<file path="src/include/pump_link_params.svh">
`ifndef PUMP_LINK_PARAMS_SVH
`define PUMP_LINK_PARAMS_SVH

// Command bands in percent of one measured period
`define CMD_RUN_MIN_PCT 15
`define CMD_RUN_MAX_PCT 47
`define CMD_LOW_SPEED_PCT 37
`define CMD_HIGH_SPEED_PCT 47
`define CMD_INV_ON_A_MIN_PCT 51
`define CMD_OFF_MIN_PCT 67
`define CMD_OFF_MAX_PCT 83
// Feedback duty values in percent
`define FB_INVALID_PCT 20
`define FB_EVENT_PCT 40
`define FB_NORMAL_PCT 60
`define FB_SECONDARY_PCT 80
// Timing
`define CLK_PERIOD_NS 8
`define PWM_PERIOD_US 1000
`define PWM_PERIOD_CYC ((`PWM_PERIOD_US * 1000) / `CLK_PERIOD_NS)
`define LOSS_PERIODS 4
`define DUTY_STEPS 200

`endif

</file>
<file path="src/include/pump_link_pkg.sv">
package pump_link_pkg;
    typedef enum logic [2:0] {
        CMD_NONE,
        CMD_INVALID,
        CMD_RUN,
        CMD_OFF
    } cmd_class_t;
    typedef enum logic [1:0] {
        FB_INVALID,
        FB_EVENT,
        FB_NORMAL,
        FB_SECONDARY
    } fb_code_t;
endpackage : pump_link_pkg

</file>
<file path="src/hw/pwm_out.sv">
`timescale 1ns/1ns
`default_nettype none
module pwm_out #(
    parameter int PERIOD_CYC = 125000,
    parameter int CW = 17
) (
    input wire logic clk_in,
    input wire logic rst_in,
    input wire logic [CW-1:0] high_cyc_in,
    output logic pwm_out
);
    logic [CW-1:0] cnt_r;
    logic [CW-1:0] high_r;
    wire wrap = (cnt_r == CW'(PERIOD_CYC - 1));

    initial begin
        if (PERIOD_CYC < 2 || PERIOD_CYC >= (1 << CW)) $error("pwm_out period");
    end

    // High time latched at period start, so a mid-period change never glitches
    always_ff @(posedge clk_in) begin
        if (rst_in) begin
            cnt_r <= '0;
            high_r <= '0;
            pwm_out <= 1'b0;
        end else begin
            cnt_r <= wrap ? '0 : cnt_r + 1'b1;
            if (wrap) high_r <= high_cyc_in;
            pwm_out <= (wrap ? high_cyc_in : high_r) > (wrap ? '0 : cnt_r + 1'b1);
        end
    end
endmodule : pwm_out
`default_nettype wire

</file>
<file path="src/hw/pump_module_link.sv">
`timescale 1ns/1ns
`default_nettype none
`include "pump_link_params.svh"
////////////////////////////////////////////////////////////////////////////////
// Functional notes
// - Command duty in 15-47% requests the pump to run at commanded speed.
// - Pump drive duty is twice the received command duty, of battery.
// - Command 0-15% is invalid off; pump off, feedback 20%.
// - Command 37% runs low speed; feedback 60%.
// - Command 47% runs high speed; feedback 60%.
// - Command 51-67% or 83-100% is invalid; pump off, feedback 20%.
// - Command 67-83% is valid off; pump off, feedback 60%.
// - Feedback 40% means bad crash input if fitted, else normal.
// - With crash notification fitted, normal operation reports 60%.
// - Secondary circuit fault reports 80% feedback.
module pump_module_link
    import pump_link_pkg::*;
#(
    parameter int PERIOD_CYC = `PWM_PERIOD_CYC,
    parameter int LOSS_PERIODS = `LOSS_PERIODS,
    parameter int CW = 20
) (
    input wire logic SYS_CLK_IN,
    input wire logic RST_IN,
    input wire logic PUMP_SPEED_COMMAND_IN,
    input wire logic CRASH_NOTIFY_FITTED_IN,
    input wire logic CRASH_INPUT_INVALID_IN,
    input wire logic SECONDARY_FAULT_IN,
    output logic PUMP_DRIVE_OUT,
    output logic PUMP_ON_OUT,
    output logic PUMP_HEALTH_FEEDBACK_OUT,
    output logic CMD_ABSENT_OUT
);
    localparam int DW = 8;
    localparam int PW = CW - 2;

    initial begin
        if (PERIOD_CYC < 200 || PERIOD_CYC * (LOSS_PERIODS + 1) >= (1 << CW) || LOSS_PERIODS < 2)
            $error("pump_module_link parameters");
    end

    ////////////////////////////////////////////////////////////////////////////
    // Input synchroniser, three stages
    logic [2:0] sync_r;
    logic cmd_lvl_r;
    always_ff @(posedge SYS_CLK_IN) begin
        if (RST_IN) begin
            sync_r <= 3'h0;
            cmd_lvl_r <= 1'b0;
        end else begin
            sync_r <= {sync_r[1:0], PUMP_SPEED_COMMAND_IN};
            if (sync_r[2] == sync_r[1]) cmd_lvl_r <= sync_r[2];
        end
    end
    wire rise = sync_r[2] & sync_r[1] & ~cmd_lvl_r;
    wire fall = ~sync_r[2] & ~sync_r[1] & cmd_lvl_r;

    ////////////////////////////////////////////////////////////////////////////
    // Duty measurement over complete periods, rising edge to rising edge
    logic [CW-1:0] per_cnt_r;
    logic [CW-1:0] high_cnt_r;
    logic [CW-1:0] idle_cnt_r;
    logic seen_rise_r;
    logic [DW-1:0] duty_r;
    logic meas_valid_r;
    logic absent_r;

    function automatic logic [DW-1:0] to_pct(input logic [CW-1:0] hi, input logic [CW-1:0] per);
        logic [CW+7:0] scaled;
        scaled = {8'h0, hi} * (CW+8)'(100);
        return (per == '0) ? '0 : DW'(scaled / {8'h0, per});
    endfunction : to_pct

    wire idle_lim = (idle_cnt_r >= CW'(PERIOD_CYC * LOSS_PERIODS));
    wire [DW-1:0] period_pct = to_pct(high_cnt_r, per_cnt_r);

    always_ff @(posedge SYS_CLK_IN) begin
        if (RST_IN) begin
            per_cnt_r <= '0;
            high_cnt_r <= '0;
            idle_cnt_r <= '0;
            seen_rise_r <= 1'b0;
            duty_r <= '0;
            meas_valid_r <= 1'b0;
            absent_r <= 1'b1;
        end else begin
            idle_cnt_r <= (rise | fall) ? '0 : (idle_lim ? idle_cnt_r : idle_cnt_r + 1'b1);
            if (idle_lim) begin
                absent_r <= 1'b1;
                meas_valid_r <= 1'b0;
                seen_rise_r <= 1'b0;
                // Steady level is a full 0% or 100% command
                duty_r <= cmd_lvl_r ? DW'(100) : DW'(0);
            end else if (rise) begin
                seen_rise_r <= 1'b1;
                per_cnt_r <= CW'(1);
                high_cnt_r <= CW'(1);
                if (seen_rise_r) begin
                    duty_r <= period_pct;
                    meas_valid_r <= 1'b1;
                    absent_r <= 1'b0;
                end
            end else begin
                per_cnt_r <= per_cnt_r + 1'b1;
                if (cmd_lvl_r) high_cnt_r <= high_cnt_r + 1'b1;
            end
        end
    end

    ////////////////////////////////////////////////////////////////////////////
    // Command classification
    wire steady = absent_r;
    wire [DW-1:0] pct = duty_r;
    wire in_low_band = (pct < DW'(`CMD_RUN_MIN_PCT));
    wire in_run_band = (pct >= DW'(`CMD_RUN_MIN_PCT)) && (pct <= DW'(`CMD_RUN_MAX_PCT));
    wire in_off_band = (pct >= DW'(`CMD_OFF_MIN_PCT)) && (pct <= DW'(`CMD_OFF_MAX_PCT));
    // 48-50% undocumented; treated as invalid on, like 51-67% above it
    wire in_bad_band = !in_low_band && !in_run_band && !in_off_band;
    wire have_cmd = meas_valid_r | steady;
    cmd_class_t cls;
    assign cls = !have_cmd ? CMD_NONE :
                 in_run_band ? CMD_RUN :
                 in_off_band ? CMD_OFF : CMD_INVALID;
    wire run_req = (cls == CMD_RUN);

    ////////////////////////////////////////////////////////////////////////////
    // Pump drive at twice the command duty
    localparam int DRV_CW = CW;
    wire [DW-1:0] drive_pct = run_req ? DW'({pct, 1'b0}) : '0;
    wire [CW+7:0] drive_prod = {8'h0, CW'(PERIOD_CYC)} * (CW+8)'(drive_pct);
    wire [DRV_CW-1:0] drive_high = DRV_CW'(drive_prod / (CW+8)'(100));
    logic pump_pwm;
    pwm_out #(.PERIOD_CYC(PERIOD_CYC), .CW(DRV_CW)) u_drive (
        .clk_in(SYS_CLK_IN),
        .rst_in(RST_IN),
        .high_cyc_in(drive_high),
        .pwm_out(pump_pwm)
    );

    ////////////////////////////////////////////////////////////////////////////
    // Feedback code selection; secondary fault outranks all
    fb_code_t fb;
    assign fb = SECONDARY_FAULT_IN ? FB_SECONDARY :
                (cls == CMD_INVALID) ? FB_INVALID :
                (CRASH_NOTIFY_FITTED_IN && CRASH_INPUT_INVALID_IN) ? FB_EVENT :
                CRASH_NOTIFY_FITTED_IN ? FB_NORMAL :
                FB_EVENT;
    function automatic logic [DW-1:0] fb_pct(input fb_code_t c);
        unique case (c)
            FB_INVALID: return DW'(`FB_INVALID_PCT);
            FB_EVENT: return DW'(`FB_EVENT_PCT);
            FB_NORMAL: return DW'(`FB_NORMAL_PCT);
            FB_SECONDARY: return DW'(`FB_SECONDARY_PCT);
        endcase
    endfunction : fb_pct
    wire [CW+7:0] fb_prod = {8'h0, CW'(PERIOD_CYC)} * (CW+8)'(fb_pct(fb));
    wire [CW-1:0] fb_high = CW'(fb_prod / (CW+8)'(100));
    logic fb_pwm;
    pwm_out #(.PERIOD_CYC(PERIOD_CYC), .CW(CW)) u_fb (
        .clk_in(SYS_CLK_IN),
        .rst_in(RST_IN),
        .high_cyc_in(fb_high),
        .pwm_out(fb_pwm)
    );

    ////////////////////////////////////////////////////////////////////////////
    // Registered outputs
    always_ff @(posedge SYS_CLK_IN) begin
        if (RST_IN) begin
            PUMP_DRIVE_OUT <= 1'b0;
            PUMP_ON_OUT <= 1'b0;
            PUMP_HEALTH_FEEDBACK_OUT <= 1'b0;
            CMD_ABSENT_OUT <= 1'b1;
        end else begin
            PUMP_DRIVE_OUT <= pump_pwm & run_req;
            PUMP_ON_OUT <= run_req;
            PUMP_HEALTH_FEEDBACK_OUT <= fb_pwm;
            CMD_ABSENT_OUT <= absent_r;
        end
    end

    ////////////////////////////////////////////////////////////////////////////
    // Checks
    chk_off_no_drive: assert property (@(posedge SYS_CLK_IN) disable iff (RST_IN)
        !run_req |=> !PUMP_DRIVE_OUT) else $error("pump driven while not running");
    chk_run_band_on: assert property (@(posedge SYS_CLK_IN) disable iff (RST_IN)
        (have_cmd && pct >= 8'h0f && pct <= 8'h2f) |=> PUMP_ON_OUT) else $error("run band not on");
    chk_offband_off: assert property (@(posedge SYS_CLK_IN) disable iff (RST_IN)
        (have_cmd && pct >= 8'h43 && pct <= 8'h53) |=> !PUMP_ON_OUT) else $error("off band ran pump");
    chk_low_invalid: assert property (@(posedge SYS_CLK_IN) disable iff (RST_IN)
        (have_cmd && pct < 8'h0f && !SECONDARY_FAULT_IN) |-> fb == FB_INVALID) else $error("low band not invalid");
    chk_bad_invalid: assert property (@(posedge SYS_CLK_IN) disable iff (RST_IN)
        (have_cmd && (pct > 8'h53 || (pct > 8'h2f && pct < 8'h43)) && !SECONDARY_FAULT_IN)
        |-> fb == FB_INVALID) else $error("bad band not invalid");
    chk_secondary_fb: assert property (@(posedge SYS_CLK_IN) disable iff (RST_IN)
        SECONDARY_FAULT_IN |-> fb_high == CW'((PERIOD_CYC * 80) / 100)) else $error("secondary not 80");
    chk_normal_fb: assert property (@(posedge SYS_CLK_IN) disable iff (RST_IN)
        (CRASH_NOTIFY_FITTED_IN && !CRASH_INPUT_INVALID_IN && !SECONDARY_FAULT_IN && run_req)
        |-> fb_high == CW'((PERIOD_CYC * 60) / 100)) else $error("normal not 60");
    chk_event_fb: assert property (@(posedge SYS_CLK_IN) disable iff (RST_IN)
        (!SECONDARY_FAULT_IN && cls != CMD_INVALID && (!CRASH_NOTIFY_FITTED_IN || CRASH_INPUT_INVALID_IN))
        |-> fb_high == CW'((PERIOD_CYC * 40) / 100)) else $error("event not 40");
    chk_double_duty: assert property (@(posedge SYS_CLK_IN) disable iff (RST_IN)
        run_req |-> drive_pct == DW'({pct, 1'b0})) else $error("drive not doubled");
    chk_absent_flag: assert property (@(posedge SYS_CLK_IN) disable iff (RST_IN)
        idle_lim |=> ##1 CMD_ABSENT_OUT) else $error("absent not flagged");
endmodule : pump_module_link
`default_nettype wire

</file>
<file path="config.mk">
export PLATFORM = sky130hd
export DESIGN_NAME = pump_module_link
export DESIGN_NICKNAME = d
export VERILOG_FILES = /design/src/include/pump_link_pkg.sv /design/src/hw/pwm_out.sv /design/src/hw/pump_module_link.sv
export VERILOG_INCLUDE_DIRS = /design/src /design/src/include
export SDC_FILE = /design/constraint.sdc
export NUM_CORES = 2
export LEC_CHECK = 0
export BUFFER_PORTS_ARGS = -buffer_cell sky130_fd_sc_hd__buf_2
export CAP_MARGIN = 20
export CORE_MARGIN = 4
export CORE_UTILIZATION = 55
export CTS_CLUSTER_SIZE = 12
export DETAILED_ROUTE_END_ITERATION = 8
export MAX_ROUTING_LAYER = met4
export PLACE_DENSITY = 0.73
export SYNTH_ARGS = -nofsm -noshare
export SYNTH_HDL_FRONTEND = slang
export SYNTH_SLANG_ARGS = --single-unit
</file>
<file path="constraint.sdc">
create_clock -name SYS_CLK_IN -period 91.4 [get_ports SYS_CLK_IN]
set_input_delay 18.28 -clock SYS_CLK_IN [delete_from_list [all_inputs] [get_ports SYS_CLK_IN]]
set_output_delay 18.28 -clock SYS_CLK_IN [all_outputs]
set_load 0.005 [all_outputs]
</file>
==> flow_summary_export.csv <==
group,metric,value,unit
status,outcome,"finished, final reports clean",
critical_path,reg2reg_depth,468,
die,boundaryPins,10,
clock_tree,cts_tree,"done",
critical_path,path_common_cell,"o21a_1",
grt,grt_pass1_wl,200000,µm
yosys,syn_area,0.0412,mm²
die,die-area,0.0794,mm²
critical_path,path_max_fanout,35,
routing,drt-met1-wl,56700,µm
routing,via_per_inst,6.38,
routing,top_layer_used,"met4",
die,core_area,0.0743,mm²
clock_tree,clk_latency,0.45,ns
die,die-height,282,µm
die,start_util,55.5,%
routing,dr_wl_met3,7590,µm
sta,fin_skew,0.0164,ns
grt,grt_max_degree,80,
sta,max_freq,11.7,MHz
yosys,synth_edf_count,0,
routing,drcViolationCount,0,
cells_and_area,multi_input_area,0.0370,mm²
cells_and_area,fillerInstances,7127,
yosys,yosysUniqueCellTypes,147,
routing,drt_pass1_iterations,6,
place,gp_congestion,1.02,
critical_path,cp_slowest_cell,"xnor2_1",
yosys,synth_cells,5830,
critical_path,regToRegEndpoint,"duty_r[0]",
cells_and_area,nets,6439,
clock_tree,holdBufCountCts,0,
critical_path,r2r_start,"high_cnt_r[1]",
critical_path,critPathKind,"reg -> reg",
cells_and_area,mostFrequentLayoutCell,"nor2_1",
run,cap_violations,0,
sta,fin_ws,5.69,ns
routing,drt-wirelength-per-cell,18.7,µm
grt,grt_pass1_vias,39100,
routing,vias,43600,
place,pre_cts_ws,-1.09,ns
worst_hold_path,holdPathStages,1,
routing,wl_met2,58000,µm
clock_tree,path_clk_slew,0.07,ns
sta,relSlewSlack,27.9,%
yosys,synth_ff_type,"dfxtp_1",
grt,antenna_found_initial,1,
critical_path,cp-start-kind,"register",
sta,fin_crit,85.71,ns
worst_hold_path,hold_class,"reg -> reg",
cells_and_area,final_cell_mix,"nor2_1, nand2_1, ha_1, a21oi_1, o21ai_0",
critical_path,crit_arrival,86.03,ns
critical_path,endpoint_kind,"register",
yosys,synth_seq_cells,161,
clock_tree,cts_buffers,17,
grt,grt_overflow,0,
sta,setup_viol,0,
grt,grt.total_usage,31.0,%
worst_hold_path,holdPathEnd,"PUMP_DRIVE_OUT",
clock_tree,clockRootBuffer,"clkbuf_16",
critical_path,critPathMaxStageDelay,0.83,ns
sta,worstMarginPinSlew,1.07,ns
critical_path,ff2ff_setup_slack,5.69,ns
clock_tree,cts_max_path_buffers,2,
cells_and_area,area_growth,7.36,%
die,rows,100,
place,io_buffers,9,
worst_hold_path,hp-start,"u_drive.pwm_out",
sta,finalCritPeriodShare,93.8,%
yosys,syn_area_per_cell,7.07,µm²
yosys,async_flop_share,0,%
die,die_w,282,µm
routing,ant_nets,0,
yosys,synth_seq_area_share,7.82,%
yosys,ys_warn_count,0,
clock_tree,htreeDepth,4,
sta,hold_viol_final,0,
sta,slew_viol_final,0,
place,dpl.hpwl,98300,µm
cells_and_area,drive_above_1_share,9.38,%
cells_and_area,seq_area,0.00323,mm²
clock_tree,cts.sinks,161,
routing,drt_first_iter_violations,3541,
critical_path,worstPathRequired,91.71,ns
routing,wl,127000,µm
## state kept, by name (all words and copies together) (netlist names), 3 cells and up
name,count
u_fb.cnt_r,20
high_cnt_r,20
sync_r,3
duty_r,8
u_fb.high_r,20
u_drive.cnt_r,20
u_drive.high_r,20
per_cnt_r,20
idle_cnt_r,20
## per-layer routing
metal,global-route usage (%),vias up
met5,-,-
met4,10.4,0
met3,2.79,350
met2,51.1,1522
met1,39.9,20200
li1,-,21500
## final cells by class
type | instances | area share [%]
sequential | 161 | 7.30
inverter | 259 | 2.20
antenna | 1 | 0.00565
clock inverter | 11 | 0.218
tap | 969 | 2.74
multi-input combinational | 5248 | 83.6
timing repair buffer | 166 | 2.92
clock buffer | 21 | 0.995
## cells in the mapped netlist (161+ instances only)
cell type	n	area [µm²]
nor2_1	616	2310
nand2_1	561	2110
ha_1	552	6910
a21oi_1	415	2080
o21ai_0	378	1890
xnor2_1	295	2580
inv_1	253	950
nor3_1	207	1040
a21o_1	175	1310
nand3_1	174	871
xor2_1	162	1420
dfxtp_1	161	3220
## kinds of logic after synthesis
group	synth area share (%)
buffers and inverters	4.24
DFF	7.82
other	0.0182
xor gates and xnor gates	10.0
adders and majority gates	18.2
and+or+nand+nor	27.7
AOI/OAI and AO/OA	28.5
muxes	3.56
## critical path: cells and delay by family, from the launching register on
family	cells	cell delay (ns)
XOR/XNOR	5	1.36
adder cells (fa/ha/maj)	28	8.93
multiplexers	8	2.20
flip-flops	1	0.41
AND/OR/NAND/NOR	161	26.06
buffers and inverters	20	2.96
AO/OA/AOI/OAI	246	43.61
## through the flow
step                std cells  utilization (%)  setup TNS (ns)  hold slack, ns  instance area [µm²]
finish                   6836             59.6               0           0.442                44300
global route             6836             59.6          -0.456           0.456                44300
CTS                      6738             57.7               0           0.447                42900
detailed placement       6705             56.9           -1.09           0.427                42300
global placement         6704             56.9               0           0.432                42300
floorplan                5835                -               0           0.406                41300
## repair_timing
action / 4_1_cts / 5_1_grt
cloned: 1 / 7
buffers inserted: 0 / 88
gates resized for setup: 11 / 168
endpoints found under the setup margin: 1 / 3
pin swaps: 0 / 46
## how the worst max path moves through the flow
| stage | startpoint | end | slack [ns] | depth (start not counted) |
|---|---|---|---|---|
| 2_1_floorplan | high_cnt_r[6] | duty_r[0] | 3.98 | 515 |
| 3_3_place_gp | high_cnt_r[2] | duty_r[0] | 0.84 | 475 |
| 3_5_place_dp | high_cnt_r[2] | duty_r[0] | -1.09 | 482 |
| 4_1_cts | high_cnt_r[1] | duty_r[0] | 0.06 | 475 |
| 5_1_grt | high_cnt_r[3] | duty_r[0] | -0.46 | 485 |
| 6_report | high_cnt_r[1] | duty_r[0] | 5.69 | 468 |
Power is not shown: default switching activity piles up to over one toggle a cycle in this logic, so the estimate is an artifact.
